### src/logic/msc_pkg.sv
package msc_pkg;

  // ==========================================================
  // register map
  localparam logic [31:0] ADDR_GSTA       = 32'hFFF0_30B4;
  localparam logic [31:0] ADDR_MPC        = 32'hFFF0_30B8;
  localparam logic [31:0] ADDR_IRQ_STATUS = 32'hFFF0_3100;
  localparam logic [31:0] ADDR_IRQ_MASK   = 32'hFFF0_3104;

  // ==========================================================
  // general status fields
  localparam int GSTA_TX_HALT  = 11;
  localparam int GSTA_SQE      = 10;
  localparam int GSTA_PAUSE    = 9;
  localparam int GSTA_DEFER    = 8;
  localparam int GSTA_COLL_MSB = 7;
  localparam int GSTA_COLL_LSB = 4;
  localparam int GSTA_RX_FULL  = 2;
  localparam int GSTA_RX_HALT  = 1;
  localparam int GSTA_CFR      = 0;
  localparam logic [11:0] GSTA_USED  = 12'hFF7;
  localparam logic [11:0] GSTA_RESET = 12'h000;
  localparam logic [3:0]  COLL_LAST  = 4'hF;
  localparam logic [2:0]  RX_FULL_PACKETS = 3'h4;

  // ==========================================================
  // missed packet counter
  localparam logic [15:0] MPC_RESET = 16'h7FFF;
  localparam logic [15:0] MPC_MAX   = 16'hFFFF;

  // ==========================================================
  // local interrupt status and mask
  localparam int IRQ_MISSED = 0;
  localparam int IRQ_ABORT  = 1;
  localparam logic [1:0] IRQ_RESET = 2'h0;

  // ==========================================================
  // bus answers
  localparam logic [1:0] RESP_OKAY   = 2'h0;
  localparam logic [1:0] RESP_SLVERR = 2'h2;

  typedef struct packed {
    logic        aw_held;
    logic [31:0] aw_addr;
    logic        w_held;
    logic [31:0] w_data;
    logic [3:0]  w_strb;
    logic        awready;
    logic        wready;
    logic        bvalid;
    logic [1:0]  bresp;
    logic        arready;
    logic        rvalid;
    logic [31:0] rdata;
    logic [1:0]  rresp;
    logic [11:0] gsta;
    logic        abort;
    logic        rx_full;
    logic [1:0]  irq_status;
    logic [1:0]  irq_mask;
    logic        irq;
  } msc_top_state_t;

  typedef struct packed {
    logic [15:0] count;
    logic        overflow;
  } msc_cnt_state_t;

  function automatic logic [31:0] msc_strobe_mask(input logic [3:0] strb);
    return {{8{strb[3]}}, {8{strb[2]}}, {8{strb[1]}}, {8{strb[0]}}};
  endfunction

endpackage

### src/logic/msc_cnt_if.sv
`timescale 1ns/1ns
interface msc_cnt_if;
  logic        load;
  logic [15:0] load_data;
  logic        read_clear;
  logic        drop;
  logic [15:0] count;
  logic        overflow;

  modport owner (output load, output load_data, output read_clear, output drop,
                 input count, input overflow);
  modport counter (input load, input load_data, input read_clear, input drop,
                   output count, output overflow);
endinterface

### src/logic/msc_miss_counter.sv
`timescale 1ns/1ns
module msc_miss_counter
  import msc_pkg::*;
(
  input wire logic sys_clk,
  input wire logic rst,
  msc_cnt_if.counter cnt
);

  msc_cnt_state_t st;
  msc_cnt_state_t next_st;

  // ==========================================================
  // counter
  // load beats read clear; a drop in the same cycle still counts
  always_comb begin
    next_st = st;
    next_st.overflow = 1'b0;
    if (cnt.load) begin
      next_st.count = cnt.load_data;
    end else if (cnt.read_clear) begin
      next_st.count = 16'h0000;
    end
    if (cnt.drop) begin
      next_st.overflow = (next_st.count == MPC_MAX);
      next_st.count = next_st.count + 16'h0001;
    end
  end

  always_ff @(posedge sys_clk) begin
    if (rst) begin
      st <= '{count: MPC_RESET, overflow: 1'b0};
    end else begin
      st <= next_st;
    end
  end

  assign cnt.count    = st.count;
  assign cnt.overflow = st.overflow;
endmodule

### src/logic/msc_status_top.sv
`timescale 1ns/1ns
module msc_status_top
  import msc_pkg::*;
(
  input  wire logic        sys_clk,
  input  wire logic        rst,
  input  wire logic [31:0] s_axi_awaddr,
  input  wire logic        s_axi_awvalid,
  output logic             s_axi_awready,
  input  wire logic [31:0] s_axi_wdata,
  input  wire logic [3:0]  s_axi_wstrb,
  input  wire logic        s_axi_wvalid,
  output logic             s_axi_wready,
  output logic [1:0]       s_axi_bresp,
  output logic             s_axi_bvalid,
  input  wire logic        s_axi_bready,
  input  wire logic [31:0] s_axi_araddr,
  input  wire logic        s_axi_arvalid,
  output logic             s_axi_arready,
  output logic [31:0]      s_axi_rdata,
  output logic [1:0]       s_axi_rresp,
  output logic             s_axi_rvalid,
  input  wire logic        s_axi_rready,
  input  wire logic        transmit_enable,
  input  wire logic        receive_enable,
  input  wire logic        signal_quality_check_enable,
  input  wire logic        speed_10m,
  input  wire logic        full_duplex,
  input  wire logic        tx_end_sqe_fault,
  input  wire logic        pause_active,
  input  wire logic        tx_deferred,
  input  wire logic        tx_start,
  input  wire logic        tx_collision,
  input  wire logic [2:0]  rx_fifo_packets,
  input  wire logic        flow_ctrl_frame_in,
  input  wire logic        rx_drop_overflow,
  input  wire logic        rx_drop_disabled,
  input  wire logic        rx_crc_error,
  output logic             receive_fifo_full,
  output logic             transmit_abort_flag,
  output logic             missed_count_overflow,
  output logic             irq
);

  msc_top_state_t st;
  msc_top_state_t next_st;
  msc_cnt_if      cnt ();

  // ==========================================================
  // bus handshakes
  logic        aw_hs;
  logic        w_hs;
  logic        ar_hs;
  logic        do_write;
  logic [31:0] wr_mask;
  logic        wr_gsta;
  logic        wr_mpc;
  logic        wr_istat;
  logic        wr_imask;
  logic        wr_hit;

  assign aw_hs    = s_axi_awvalid & st.awready;
  assign w_hs     = s_axi_wvalid & st.wready;
  assign ar_hs    = s_axi_arvalid & st.arready;
  assign do_write = st.aw_held & st.w_held & ~st.bvalid;
  assign wr_mask  = msc_strobe_mask(st.w_strb) & st.w_data;
  assign wr_gsta  = do_write && st.aw_addr == ADDR_GSTA;
  assign wr_mpc   = do_write && st.aw_addr == ADDR_MPC;
  assign wr_istat = do_write && st.aw_addr == ADDR_IRQ_STATUS;
  assign wr_imask = do_write && st.aw_addr == ADDR_IRQ_MASK;
  assign wr_hit   = wr_gsta | wr_mpc | wr_istat | wr_imask;

  // ==========================================================
  // missed packet counter
  logic [31:0] mpc_merge;
  logic [31:0] keep_mask;

  // bytes left unstrobed keep their old value
  assign keep_mask = ~msc_strobe_mask(st.w_strb);
  assign mpc_merge = ({16'h0000, cnt.count} & keep_mask) | wr_mask;
  assign cnt.load       = wr_mpc;
  assign cnt.load_data  = mpc_merge[15:0];
  assign cnt.read_clear = ar_hs && s_axi_araddr == ADDR_MPC;
  assign cnt.drop       = rx_drop_overflow | rx_drop_disabled | rx_crc_error;

  msc_miss_counter u_counter (
    .sys_clk (sys_clk),
    .rst     (rst),
    .cnt     (cnt.counter)
  );

  // ==========================================================
  // next state
  always_comb begin
    logic [11:0] g;
    logic [11:0] clr;
    logic [3:0]  coll;
    logic [1:0]  iclr;
    g    = '0;
    clr  = '0;
    coll = '0;
    iclr = '0;
    next_st = st;

    // write channel: address and data taken in either order
    if (aw_hs) begin
      next_st.aw_held = 1'b1;
      next_st.aw_addr = s_axi_awaddr;
    end
    if (w_hs) begin
      next_st.w_held = 1'b1;
      next_st.w_data = s_axi_wdata;
      next_st.w_strb = s_axi_wstrb;
    end
    if (do_write) begin
      next_st.aw_held = 1'b0;
      next_st.w_held  = 1'b0;
      next_st.bvalid  = 1'b1;
      next_st.bresp   = wr_hit ? RESP_OKAY : RESP_SLVERR;
    end else if (st.bvalid && s_axi_bready) begin
      next_st.bvalid = 1'b0;
    end
    next_st.awready = ~next_st.aw_held & ~next_st.bvalid;
    next_st.wready  = ~next_st.w_held & ~next_st.bvalid;

    // general status: clear first, then hardware sets win
    if (wr_gsta) begin
      clr = wr_mask[11:0] & GSTA_USED;
    end
    g = st.gsta & ~clr;
    // a one anywhere in the tally field clears the whole field
    if (|clr[GSTA_COLL_MSB:GSTA_COLL_LSB]) begin
      g[GSTA_COLL_MSB:GSTA_COLL_LSB] = 4'h0;
    end
    if (!transmit_enable) begin
      g[GSTA_TX_HALT] = 1'b1;
    end
    if (tx_end_sqe_fault && signal_quality_check_enable && speed_10m && !full_duplex) begin
      g[GSTA_SQE] = 1'b1;
    end
    if (pause_active) begin
      g[GSTA_PAUSE] = 1'b1;
    end
    if (tx_deferred && !full_duplex) begin
      g[GSTA_DEFER] = 1'b1;
    end
    coll = tx_start ? 4'h0 : g[GSTA_COLL_MSB:GSTA_COLL_LSB];
    next_st.abort = 1'b0;
    if (tx_collision) begin
      next_st.abort = (coll == COLL_LAST);
      coll = coll + 4'h1;
    end
    g[GSTA_COLL_MSB:GSTA_COLL_LSB] = coll;
    next_st.rx_full = (rx_fifo_packets >= RX_FULL_PACKETS);
    if (next_st.rx_full) begin
      g[GSTA_RX_FULL] = 1'b1;
    end
    if (!receive_enable) begin
      g[GSTA_RX_HALT] = 1'b1;
    end
    if (flow_ctrl_frame_in && full_duplex) begin
      g[GSTA_CFR] = 1'b1;
    end
    next_st.gsta = g & GSTA_USED;

    // local interrupt status: only counter overflow and abort feed it
    if (wr_istat) begin
      iclr = wr_mask[1:0];
    end
    next_st.irq_status = st.irq_status & ~iclr;
    next_st.irq_status[IRQ_MISSED] = next_st.irq_status[IRQ_MISSED] | cnt.overflow;
    next_st.irq_status[IRQ_ABORT]  = next_st.irq_status[IRQ_ABORT] | st.abort;
    if (wr_imask) begin
      next_st.irq_mask = (st.irq_mask & keep_mask[1:0]) | wr_mask[1:0];
    end
    next_st.irq = |(next_st.irq_status & next_st.irq_mask);

    // read channel: value captured when the address is taken
    if (ar_hs) begin
      next_st.rvalid = 1'b1;
      next_st.rresp  = RESP_OKAY;
      unique case (s_axi_araddr)
        ADDR_GSTA:       next_st.rdata = {20'h0_0000, st.gsta};
        ADDR_MPC:        next_st.rdata = {16'h0000, cnt.count};
        ADDR_IRQ_STATUS: next_st.rdata = {30'h0000_0000, st.irq_status};
        ADDR_IRQ_MASK:   next_st.rdata = {30'h0000_0000, st.irq_mask};
        default: begin
          next_st.rdata = 32'h0000_0000;
          next_st.rresp = RESP_SLVERR;
        end
      endcase
    end else if (st.rvalid && s_axi_rready) begin
      next_st.rvalid = 1'b0;
    end
    next_st.arready = ~next_st.rvalid;
  end

  always_ff @(posedge sys_clk) begin
    if (rst) begin
      st            <= '0;
      st.awready    <= 1'b1;
      st.wready     <= 1'b1;
      st.arready    <= 1'b1;
      st.gsta       <= GSTA_RESET;
      st.irq_status <= IRQ_RESET;
      st.irq_mask   <= IRQ_RESET;
    end else begin
      st <= next_st;
    end
  end

  // ==========================================================
  // outputs, all from flops
  assign s_axi_awready         = st.awready;
  assign s_axi_wready          = st.wready;
  assign s_axi_bvalid          = st.bvalid;
  assign s_axi_bresp           = st.bresp;
  assign s_axi_arready         = st.arready;
  assign s_axi_rvalid          = st.rvalid;
  assign s_axi_rdata           = st.rdata;
  assign s_axi_rresp           = st.rresp;
  assign receive_fifo_full     = st.rx_full;
  assign transmit_abort_flag   = st.abort;
  assign missed_count_overflow = cnt.overflow;
  assign irq                   = st.irq;
endmodule

### config.mk
export PLATFORM = sky130hd
export DESIGN_NAME = msc_status_top
export DESIGN_NICKNAME = d
export VERILOG_FILES = /design/src/logic/msc_pkg.sv /design/src/logic/msc_cnt_if.sv /design/src/logic/msc_miss_counter.sv /design/src/logic/msc_status_top.sv
export SDC_FILE = /design/constraint.sdc
export NUM_CORES = 1
export LEC_CHECK = 0
export ABC_AREA = 1
export BUFFER_PORTS_ARGS = -buffer_cell sky130_fd_sc_hd__buf_2
export CAP_MARGIN = 20
export CORE_ASPECT_RATIO = 1.25
export CORE_MARGIN = 4
export CORE_UTILIZATION = 50
export CTS_CLUSTER_DIAMETER = 200
export CTS_CLUSTER_SIZE = 30
export DETAILED_ROUTE_END_ITERATION = 8
export HOLD_SLACK_MARGIN = 0.15
export PLACE_DENSITY_LB_ADDON = 0.1
export SYNTH_ARGS = -nofsm -noshare
export SYNTH_HDL_FRONTEND = slang
export SYNTH_SLANG_ARGS = --single-unit
### constraint.sdc
create_clock -name sys_clk -period 2.85 [get_ports sys_clk]
set_clock_uncertainty 0.2 [all_clocks]
set_input_delay 0 -clock sys_clk [delete_from_list [all_inputs] [get_ports sys_clk]]
set_output_delay 0 -clock sys_clk [all_outputs]
set_load 0.01 [all_outputs]
# Word-level counts from Yosys, hierarchy flattened

Index checks and enable logic that the tools add are counted.

Bits in registers: 147

Eq/ne operators: 10
$add $sub $neg: 2
Order comparisons: 1
Bitwise operators: 32
Reductions and logical operators: 18
Muxes and demuxes: 27

Operators by type and width:

| operator                                      | count |
|---|---|
| == test 32 bit, second input constant         | 8 |
| case mux 16 bit (4 select lines)              | 1 |
| 2-to-1 mux 37 bit                             | 1 |
| 2-to-1 mux 33 bit                             | 1 |
| AND 16 bit                                    | 2 |
| 2-to-1 mux 16 bit                             | 2 |
| 2-to-1 mux 17 bit                             | 1 |
| adder 16 x 1 -> 16 bit, second input constant | 1 |
| == test 16 bit, second input constant         | 1 |
| inverter 16 bit                               | 1 |
| bitwise OR 16 bit                             | 1 |
| 2-to-1 mux 1 bit                              | 13 |
| AND 12 bit                                    | 1 |
| logical AND 1 bit                             | 12 |
| 2-to-1 mux 12 bit                             | 1 |
| 2-to-1 mux 4 bit                              | 3 |
| inverter 12 bit                               | 1 |
| 2-to-1 mux 2 bit                              | 4 |
| OR reduction 4 bit                            | 2 |
| AND 1 bit                                     | 7 |
| inverter 1 bit                                | 7 |
| bitwise OR 1 bit                              | 7 |
| AND 2 bit                                     | 3 |
| OR reduction 2 bit                            | 3 |
| 6 further kinds                               | 6 |

# Depth between registers and ports, before layout

Gate-level depths: netlist of the first run.

Word-level depth: 10
Gate-level depth with buffers: 18

# Cells and area by module

From an unflattened synthesis of the first run, not the netlist that was laid out.

Cells, all modules: 824
Area total of the unflattened synthesis: 5700.5 µm²

Modules (own cells, without submodules):

| module           | area each (µm²) | instances | cells each |
|---|---|---|---|
| msc_status_top   | 4589.4          | 1         | 662 |
| msc_miss_counter | 1111.1          | 1         | 162 |

# Worst setup path before layout of the first run

OpenSTA, ideal clock, no wires.

Path kind: register to register
From: register st, in the netlist s_axi_bvalid
To: register u_counter.st, in the netlist u_counter.cnt.count[10]
Setup slack: 0.469 ns
Setup time: 0.126 ns
Path buffers: 1
Stages on the path, launching flop included: 15
Period minus slack after synthesis: 2.381 ns
Arrival time: 2.056 ns
Path through: dfxtp_1 inv_1 nand3_1 nor2_1 nand3_2 buf_6 o21ai_2 ha_1 inv_1 nor2_1 nand3_2 nor2_4 nand2_2 xor2_1 nand2_1

Cells in the longest elaborated chain, start to end: 6

RTL lines:

| item                   | RTL line               | text |
|---|---|---|
| start, declared        | msc_status_top.sv:45   | `msc_top_state_t st;` |
| start signal, assigned | msc_status_top.sv:208  | `st <= next_st;` |
| inverter 1 bit *       | msc_status_top.sv:65   | `assign do_write = st.aw_held & st.w_held & ~st.bvalid;` |
| AND 1 bit *            | msc_status_top.sv:65   |  |
| logical AND 1 bit *    | msc_status_top.sv:68   | `assign wr_mpc = do_write && st.aw_addr == ADDR_MPC;` |
| 2-to-1 mux 16 bit *    | msc_miss_counter.sv:19 | `if (cnt.load) begin` |
| adder 16 x 1 -> 16 bit | msc_miss_counter.sv:26 | `next_st.count = next_st.count + 16'h0001;` |
| 2-to-1 mux 17 bit *    | msc_miss_counter.sv:24 | `if (cnt.drop) begin` |
| end signal, assigned   | msc_miss_counter.sv:32 | `st <= '{count: MPC_RESET, overflow: 1'b0};` |
| end signal, assigned   | msc_miss_counter.sv:34 | `st <= next_st;` |
| end, declared          | msc_miss_counter.sv:10 | `msc_cnt_state_t st;` |

Every way passes the cells marked *; elsewhere a longest branch is shown, timed or not.
A chain may end at the register's enable or synchronous reset.

# Worst setup path in the final report of the first run

From: input port s_axi_araddr[17]
To: register u_counter.st, in the netlist u_counter.cnt.count[10]

Cells in the longest elaborated chain, start to end: 6

RTL lines:

| item                   | RTL line               | text |
|---|---|---|
| start, declared        | msc_status_top.sv:17   | `input wire logic [31:0] s_axi_araddr,` |
| == test 32 bit *       | msc_status_top.sv:83   | `assign cnt.read_clear = ar_hs && s_axi_araddr == ADDR_MPC;` |
| logical AND 1 bit *    | msc_status_top.sv:83   |  |
| 2-to-1 mux 16 bit *    | msc_miss_counter.sv:21 | `end else if (cnt.read_clear) begin` |
| 2-to-1 mux 16 bit *    | msc_miss_counter.sv:19 |  |
| adder 16 x 1 -> 16 bit | msc_miss_counter.sv:26 |  |
| 2-to-1 mux 17 bit *    | msc_miss_counter.sv:24 |  |

Marks and branches as above.

==> results.md, run 1 <==
* HP Class: in -> reg
* CP peak stage delay at 580 ps
* Antenna viol nets, final at 0
* WP data required at 2900 ps
* Fin. max-slew vios at 0
* Die outline width at ~100 um
* Post-Synthesis Cell Area at 5500 um2
* Port bufs at 130
* TritonCTS Sinks at 110
* Crit end category: flop
* Worst-Skew Late Latency at ~350 ps
* Sequential fraction of the synthesis area at 40.1%
* Startpoint types: input port
* Cells after synthesis at around 810
* Slowest CP cell: dlygate4sd3_1
* Sequential share of power at 42.1%
* Slew headroom at between 40% and 50%
* Post-synth top cells: 171 x nand2_1, 128 x nor2_1, 110 x dfxtp_1
* Vias in the first global route at 6124
* Post-synth top area cell: dfxtp_1
* Area share of the largest cell type after synthesis at 40.1%
* Dominant synthesized flop cell: dfxtp_1
* R2r startpoint: st[121]$_SDFFE_PP0P_
* Post-synth EDFFs at 0
* Total number of vias at 6180
* Overall global routing resource usage at between 20 and 30%
* DRC viols at 0
* Setup violations, final at 0
* Row count at 42
* Crit-path cells: dlygate4sd3_1, buf_2, nor2_1, dlygate4sd3_1, nand3_1, nor2_4, nand3_2, nand3_1, o21ai_2, ha_1, inv_1, nor2_2, nand3_2, nor2_4, nand2_2, xor2_1, nand2_1
* WHS at approximately 160 ps
* Hpwl dp at 10400 um
* Post-Syn Area per Cell at slightly below 7 um2
* Initial antenna violation count at 0
* Starting density of the core at approximately 52%
* Worst Max-Slew Pin Slew at 785 ps
* Area Overhead vs Synth at 45.3%
* Core Area at approximately 11000 um2
* Synth cell types at 39
* Final GP Congestion at approximately 0.9
* Combinational share of power at 25.6%
* Clock Tree Buf Depth at 2
* 1st-pass router iterations at 5
* CTS tree: yes
* Final WL at 17200 um
* Clock group share of total power at 32.3%
* Initial DRC Count at 262
* Vert. Die Dim at 125 um
* Max_cap viols at 0
* Crit path buffers/inverters at 4
* Die area at between 10000 and 15000 um2
* Crit path time final at between 2000 and 3000 ps
* Share of cells above drive strength 1 at between 10% and 20%
* Post-synthesis async set-or-reset flop share at 0%
* Fill cells at 815
* Sw Pwr at 1250 uW
* Crit Path Class: in -> reg
* Syn. warnings at 0
* Clk slew on worst S/H paths at 70 ps
* Worst hold path endpoint: s_axi_rresp[1]$_SDFFE_PP0P_
* Clock root cell: clkbuf_16
* Status: finished, final reports clean
* Synth Register Bits at 110
* First-pass GRT wire length at 27200 um
* Max Clk Rate at 368 MHz
* Number of nets in the layout at about 1200
* FF-to-FF setup slack at 200 ps
* Worst r2r dst: st[12]$_SDFF_PP0_
* Area of the multi-input gates at ~2700 um2
* Total gr overflow at 0
* CP top delay family: buffers and inverters
* H-tree levels at 3
* Most frequent cell after synthesis: nand2_1
* Sw Share at 29.6%
* I/O pins at 169
* P_int at about 3000 uW
* RSZ-0062 raised after global routing: yes
* Leakage dissipation at 0.00374 uW
* Vias per inst at a little over 5
* Number of buffers created by CTS at 9
* WL per Instance at 14.2 um
* VDD IR max at 0.000334 V
* Final Util at 74.8%
* Hold_sp: s_axi_araddr[3]
* CP Max Fanout at 7
* Top cells by area, synth: dfxtp_1 40%, nand2_1 12%, nor2_1 8.7%
* R2R cell count at 12
* Period Utilization, post-route at around 95%
* Worst Path Arrival at 2770 ps
* Final Hold Fails at 0
* Register area at 2200 um2
* Largest net degree at the start of global routing at 43
* Hold Path Stages at 7
* Pwr per Cell Area at 527 nW/um2
## registers in the layout (all words and copies together), names as in the netlist
register,count
u_counter.cnt.overflow,1
s_axi_wready,1
st,67
s_axi_bresp,1
s_axi_rresp,1
s_axi_bvalid,1
receive_fifo_full,1
s_axi_arready,1
s_axi_rvalid,1
irq,1
s_axi_awready,1
s_axi_rdata,16
transmit_abort_flag,1
u_counter.cnt.count,16
## placed cells by master, fill, tap and decap left out, types with 6 or more instances in the layout
cell / n
o21ai_1: 6
a21oi_1: 46
conb_1: 18
nand3_2: 6
nor3_1: 9
nand3_1: 44
dfxtp_1: 110
nand4_1: 12
o21ai_0: 89
inv_1: 64
dlygate4sd3_1: 152
buf_2: 130
buf_4: 18
nand2_1: 170
clkbuf_16: 9
nor2_1: 127
nand2_2: 8
nor2_2: 8
## layout make-up
cell class,count,area share [%]
repair buffers,301,29.1
clock buffers,13,3.13
multi-input cells,579,33.8
well taps,132,2.07
diodes,1,0.0313
inverters,72,3.45
clock inverters,3,0.846
flip-flops and latches,110,27.6
## timing repair
| item | 4_1_cts | 5_1_grt |
|---|---|---|
| hold endpoints to repair | 101 | 0 |
| resized for setup | 0 | 7 |
| buffers inserted | 0 | 5 |
| endpoints found under the setup margin | 0 | 25 |
| hold buffers | 153 | 0 |
## routing by layer
| metal | vias up | GRT usage (%) | part of all wire (%) | wire [um] |
|---|---|---|---|---|
| met5 | - | 0 | 0 | 0 |
| li1 | 3081 | - | - | - |
| met2 | 226 | 50.0 | 53 | 9080 |
| met4 | 0 | 13.0 | 3.4 | 591 |
| met1 | 2824 | 28.2 | 38 | 6570 |
| met3 | 49 | 4.40 | 5.7 | 983 |
## logic make-up after synthesis
family	Yosys count	share of synthesized area, %
compound gates	155	14.8
xor+xnor	2	0.319
fa+ha+maj	2	0.455
buf+inv	135	12.3
flops	110	40.1
other cells	1	0.0682
simple gates	402	32.0
## per-stage QoR
stage | cell area [um2] | setup slack [ps] | instances | power (uW) | setup TNS, ps
CTS | 7920 | 41.3 | 1205 | 4150 | 0
detailed placement | 6070 | 265 | 1036 | 2640 | 0
global route | 7980 | -57.4 | 1210 | 4420 | -139
finish | 7980 | 131 | 1211 | 4210 | 0
floorplan | 5560 | 469 | 824 | 2420 | 0
global placement | 6070 | 328 | 1036 | 2620 | 0
## power groups by stage
stage	Combinational, uW	Clock [uW]	Sequential (uW)
after global routing	1200	1430	1790
after CTS	1020	1360	1770
after global placement	823	0	1800
after detailed placement	839	0	1800
final	1080	1360	1770
after floorplan	647	0	1770
## worst register-to-register path, cell delays in order (launching register included)
cell and delay, ps:
dfxtp_1 350, nand2_1 90, nor2_1 130, nand2_1 130, nor2_4 160, and2_1 130, nand4_1 150, nand2_1 150
nor2_1 70, ha_1 300, nand2_1 70, a21oi_1 50, dlygate4sd3_1 550
## worst max-delay path by stage
stage	to	startpoint	slack (ps)	depth (start not counted)
after floorplan	u_counter.cnt.count[10]$_SDFF_PP1_	s_axi_bvalid$_SDFF_PP0_	470	14
after global placement	u_counter.cnt.count[10]$_SDFF_PP1_	st[118]$_SDFFE_PP0P_	330	14
after detailed placement	u_counter.cnt.count[10]$_SDFF_PP1_	st[118]$_SDFFE_PP0P_	270	16
after CTS	st[9]$_SDFF_PP0_	rst	40	6
after global routing	u_counter.cnt.count[10]$_SDFF_PP1_	s_axi_araddr[17]	-60	17
final	u_counter.cnt.count[10]$_SDFF_PP1_	s_axi_araddr[17]	130	17
Note: power is estimated with default switching activity, not from simulation.
==> run 2, diff against run 1 <==
--- a/config.mk
+++ b/config.mk
@@ -15,6 +15,7 @@
 export CTS_CLUSTER_SIZE = 30
 export DETAILED_ROUTE_END_ITERATION = 8
 export HOLD_SLACK_MARGIN = 0.15
+export MAX_ROUTING_LAYER = met4
 export PLACE_DENSITY_LB_ADDON = 0.1
 export SYNTH_ARGS = -nofsm -noshare
 export SYNTH_HDL_FRONTEND = slang
==> results.md, run 2 (synthesis results as in run 1) <==
* Status: finished, final reports clean
* Antenna cell count at 0
* Worst r2r dst: st[12]$_SDFF_PP0_
* Worst Max-Slew Pin Slew at 773 ps
* CP peak stage delay at 570 ps
* Commonest non-fill, non-tap cell in the layout: nand2_1
* CP top delay family: simple AND/OR/NAND/NOR gates
* Row count at 42
* Crit Path Class: reg -> reg
* FF-to-FF setup slack at 160 ps
* WP data required at 2930 ps
* DRC viols at 0
* WHS at 173 ps
* Clk slew on worst S/H paths at approximately 70 ps
* Leakage dissipation at 0.00371 uW
* Number of nets in the layout at about 1200
* Clock Tree Buf Depth at 2
* Starting density of the core at between 50% and 60%
* Worst Path Arrival at 2780 ps
* Largest net degree at the start of global routing at 43
* VDD IR max at 0.000404 V
* Period Utilization, post-route at approximately 95%
* Largest register by flop count: st
* I/O pins at 169
* Pwr per Cell Area at 517 nW/um2
* Slowest CP cell: dlygate4sd3_1
* WL per Instance at ~14 um
* Total number of vias at about 6000
* Core Area at 10700 um2
* Worst hold path endpoint: st[60]$_SDFFE_PP0P_
* Fin. max-slew vios at 0
* R2r startpoint: st[125]$_SDFFE_PP0P_
* Vias per inst at 5.11
* Worst-Skew Late Latency at 340 ps
* Max Clk Rate at around 370 MHz
* Share of cells above drive strength 1 at between 10% and 20%
* Port bufs at 130
* Startpoint types: flop
* Final setup TNS at 0 ps
* Number of buffers created by CTS at 9
* R2R cell count at 12
* Die area at between 10000 and 15000 um2
* Crit path time final at 2690 ps
* Slew headroom at 48.4%
* Max_cap viols at 0
* Crit path buffers/inverters at 2
* Overall global routing resource usage at 26.8%
* Most frequent cells in the layout: 168 x nand2_1, 147 x dlygate4sd3_1, 130 x buf_2
* H-tree levels at 3
* RSZ-0062 raised after global routing: no
* CP Max Fanout at 4
* Hpwl dp at around 11000 um
* Vert. Die Dim at 125 um
* TritonCTS Sinks at 110
* Setup violations, final at 0
* Most frequent CP cell: nand2_1
* Max reg flops at between 60 and 70
* Vias in the first global route at approximately 5900
* Final WL at roughly 17000 um
* HP Class: in -> reg
* Hold_sp: s_axi_wvalid
* 1st-pass router iterations at 5
* Area Overhead vs Synth at 44.3%
* Clock root cell: clkbuf_16
* Final Hold Fails at 0
* Antenna viol nets, final at 0
* First-pass GRT wire length at 26800 um
* Total gr overflow at 0
* Die outline width at 102 um
* Crit end category: flop
* Hold Path Stages at 3
* Initial DRC Count at between 300 and 400
* Initial antenna violation count at 0
* Crit-path cells: nand2_1, nor2_1, nand2_1, nor2_4, and2_1, nand4_1, nand3_1, inv_1, ha_1, nand2_1, a21oi_1, dlygate4sd3_1
* Final GP Congestion at 0.893
* CTS tree: yes
## run 2: changes by cell type in the layout (fill, tap and decap cells not counted), moves of 2 or more
cell / previous run / this run
dlygate4sd3_1: 152 / 147
nand2_2: 8 / 11
buf_4: 18 / 16
clkbuf_1: 3 / 1
nand2_1: 170 / 168
o21ai_0: 89 / 91
o21ai_1: 6 / 4
## run 2: worst min-delay path, cell delays in order
cell and delay [ps]:
buf_2 80, nand2_1 340, a21oi_1 250
## run 2: power breakdown
group          switching, uW  leakage, uW  internal (uW)  total [uW]
registers               94.1     0.000906           1680        1770
clock network            560     0.000142            706        1270
logic                    592      0.00266            472        1060
total                   1250      0.00371           2860        4100
## run 2: area by class of cell
type | instances | area, um2
tap | 132 | 165
inverter | 72 | 275
sequential | 110 | 2200
fill | 844 | 2740
timing repair buffer | 295 | 2280
multi-input combinational | 579 | 2710
clock buffer | 11 | 243
clock inverter | 5 | 58.8
## run 2: metrics by stage
step / power (uW) / std cells / cell area (um2) / utilization [%] / worst slack [ps]
floorplan: 2420 / 824 / 5560 / - / 469
global placement: 2620 / 1036 / 6070 / 56.9 / 319
detailed placement: 2640 / 1036 / 6070 / 56.9 / 241
CTS: 4070 / 1199 / 7840 / 73.5 / 79.4
global route: 4330 / 1204 / 7930 / 74.3 / 4.68
finish: 4100 / 1204 / 7930 / 74.3 / 156
## run 2: how the worst max path moves through the flow
stage	start	endpoint	slack, ps	depth (start not counted)
after floorplan	s_axi_bvalid$_SDFF_PP0_	u_counter.cnt.count[10]$_SDFF_PP1_	470	14
after global placement	st[118]$_SDFFE_PP0P_	u_counter.cnt.count[10]$_SDFF_PP1_	320	14
after detailed placement	st[118]$_SDFFE_PP0P_	u_counter.cnt.count[8]$_SDFF_PP1_	240	14
after CTS	rst	st[105]$_SDFFE_PP0P_	80	8
after global routing	s_axi_araddr[18]	u_counter.cnt.count[10]$_SDFF_PP1_	5	17
final	st[125]$_SDFFE_PP0P_	st[12]$_SDFF_PP0_	160	12
## run 2: layer usage
layer / global-route usage [%] / share of wire, % / vias up
met2: 49.1 / 54 / 226
met1: 28.6 / 38 / 2822
met4: 9.23 / 2.3 / 0
met3: 4.40 / 5.9 / 33
met5: - / 0 / -
li1: - / - / 3070
## run 2: timing repair
action / in CTS / in global routing
endpoints found under the setup margin: 0 / 20
resized for setup: 0 / 8
buffers inserted: 0 / 4
hold buffers: 147 / 0
endpoints found under the hold margin: 100 / 0
==> run 3, diff against run 2 <==
--- a/config.mk
+++ b/config.mk
@@ -6,7 +6,6 @@
 export NUM_CORES = 1
 export LEC_CHECK = 0
 export ABC_AREA = 1
-export BUFFER_PORTS_ARGS = -buffer_cell sky130_fd_sc_hd__buf_2
 export CAP_MARGIN = 20
 export CORE_ASPECT_RATIO = 1.25
 export CORE_MARGIN = 4
@@ -14,6 +13,7 @@
 export CTS_CLUSTER_DIAMETER = 200
 export CTS_CLUSTER_SIZE = 30
 export DETAILED_ROUTE_END_ITERATION = 8
+export DONT_BUFFER_PORTS = 1
 export HOLD_SLACK_MARGIN = 0.15
 export MAX_ROUTING_LAYER = met4
 export PLACE_DENSITY_LB_ADDON = 0.1
==> constraint.sdc (replaced) <==
create_clock -name sys_clk -period 3.2 [get_ports sys_clk]
set_clock_uncertainty 0.2 [all_clocks]
set_input_delay 0 -clock sys_clk [delete_from_list [all_inputs] [get_ports sys_clk]]
set_output_delay 0 -clock sys_clk [all_outputs]
set_load 0.01 [all_outputs]
==> results.md, run 3 (synthesis results as in run 1) <==
* CP top delay family: buffers and inverters
* Share of cells above drive strength 1 at 6.90%
* Vias per inst at 5.27
* Total gr overflow at 0
* Vias in the first global route at 5470
* Startpoint types: input port
* Crit end category: flop
* Setup violations, final at 0
* Non-filler cells, final at 1059
* Crit path time final at 3050 ps
* CP Max Fanout at 38
* Total number of vias at around 5600
* I/O pins at 169
* Vert. Die Dim at 125 um
* DP Cell Count at between 900 and 1000
* WP data required at 3230 ps
* Row count at 42
* Port bufs at 0
* VDD IR max at 0.000276 V
* Final setup TNS at 0 ps
* Commonest non-fill, non-tap cell in the layout: nand2_1
* Initial antenna violation count at 0
* Max Clk Rate at 328 MHz
* Final GP Congestion at 0.891
* Worst setup margin at 148 ps
* WL per Instance at 14.9 um
* Core Area at about 11000 um2
* RSZ-0062 raised after global routing: no
* Slew headroom at between 40 and 50%
* Post-Place Setup Slack at 591 ps
* Clk slew on worst S/H paths at around 70 ps
* Number of buffers created by CTS at 9
* HP Class: in -> reg
* Slowest CP cell: dlygate4sd3_1
* FF-to-FF setup slack at between 400 and 500 ps
* Hpwl dp at between 10000 and 15000 um
* Most frequent CP cell: dlygate4sd3_1
* CP peak stage delay at about 610 ps
* WHS at 110 ps
* Starting density of the core at 51.5%
* Antenna viol nets, final at 0
* Period Utilization, post-route at 95.4%
* 1st-pass router iterations at 5
* Most frequent cells in the layout: 171 x nand2_1, 144 x dlygate4sd3_1, 128 x nor2_1
* Crit-path cells: dlygate4sd3_1, buf_12, clkinvlp_4, buf_4, o21ai_0, dlygate4sd3_1, a21oi_1, dlygate4sd3_1
* Initial DRC Count at about 310
* Area Overhead vs Synth at 29.6%
* Clock Tree Buf Depth at 2
* Overall global routing resource usage at about a quarter
* CTS tree: yes
* Max reg flops at 67
* Leakage dissipation at approximately 0.0031 uW
* Largest register by flop count: st
* First-pass GRT wire length at 25100 um
* Antenna cell count at 0
* Fin. max-slew vios at 0
* DRC viols at 0
* Die area at between 10000 and 15000 um2
* Largest net degree at the start of global routing at 43
* Die outline width at 102 um
* Status: finished, final reports clean
* Pwr per Cell Area at 485 nW/um2
* Crit Path Class: in -> reg
* Final WL at 15700 um
* Final Hold Fails at 0
* Worst-Skew Late Latency at 340 ps
* H-tree levels at 3
* Worst Max-Slew Pin Slew at 756 ps
* TritonCTS Sinks at 110
* Number of nets in the layout at 1051
* Post CTS Setup Buffer Count at 0
* Crit path buffers/inverters at 6
* Max_cap viols at 0
* Clock root cell: clkbuf_16
* Worst Path Arrival at 3080 ps
## run 3: cell types whose count changed in the layout (fill, tap and decap cells not counted), sizes merged
cell and change:
buf -139, bufinv -1, clkbuf +1, clkinv -2, clkinvlp -1, dlygate4sd3 -3
## run 3: layer usage
layer	GRT usage, %	wire length, um	vias to the layer above
li1	-	-	2788
met2	46.2	8490	183
met5	-	0	-
met3	3.96	926	28
met1	26.7	5940	2585
met4	9.94	390	0
## run 3: per-stage QoR
step	cell area, um2	total power (uW)	utilization (%)
floorplan	5560	2160	-
global placement	5380	2250	50.5
detailed placement	5380	2270	50.5
CTS	7110	3450	66.6
global route	7120	3660	66.8
finish	7120	3450	66.8
## run 3: area by class of cell
type                            instances  area (um2)
Clock inverter                          1        7.51
Sequential cell                       110        2200
Timing Repair Buffer                  153        1520
Multi-Input combinational cell        579        2700
Tap cell                              132         165
Clock buffer                           12         256
Inverter                               72         275
Fill cell                             919        3540
## run 3: path summary, 6_finish.rpt
| kind | start | endpoint | depth (start not counted) |
|---|---|---|---|
| worst max-delay path | rst | st[99]$_SDFFE_PP0P_ | 8 |
| worst min-delay path | s_axi_araddr[3] | s_axi_rdata[11]$_SDFFE_PP0P_ | 8 |
| worst max register to register | st[109]$_SDFFE_PP0P_ | st[12]$_SDFF_PP0_ | 12 |
| worst min register to register | st[15]$_SDFF_PP0_ | st[15]$_SDFF_PP0_ | 2 |
## run 3: tightest hold or removal path, delay by kind of cell
kind	cells	cell delay [ps]
compound gates	1	110
simple gates	6	450
buf+inv	1	30
## run 3: repair_timing
action | in CTS | in global routing
gates resized for setup | 0 | 3
endpoints found under the hold margin | 100 | 0
hold buffers | 145 | 0
setup endpoints to repair | 0 | 12
## run 3: where the power goes
part	internal [uW]	switching, uW	leakage [uW]
Clock	558	466	0.000127
Sequential	1490	92.1	0.000906
Combinational	357	486	0.00204
Total	2410	1040	0.00308
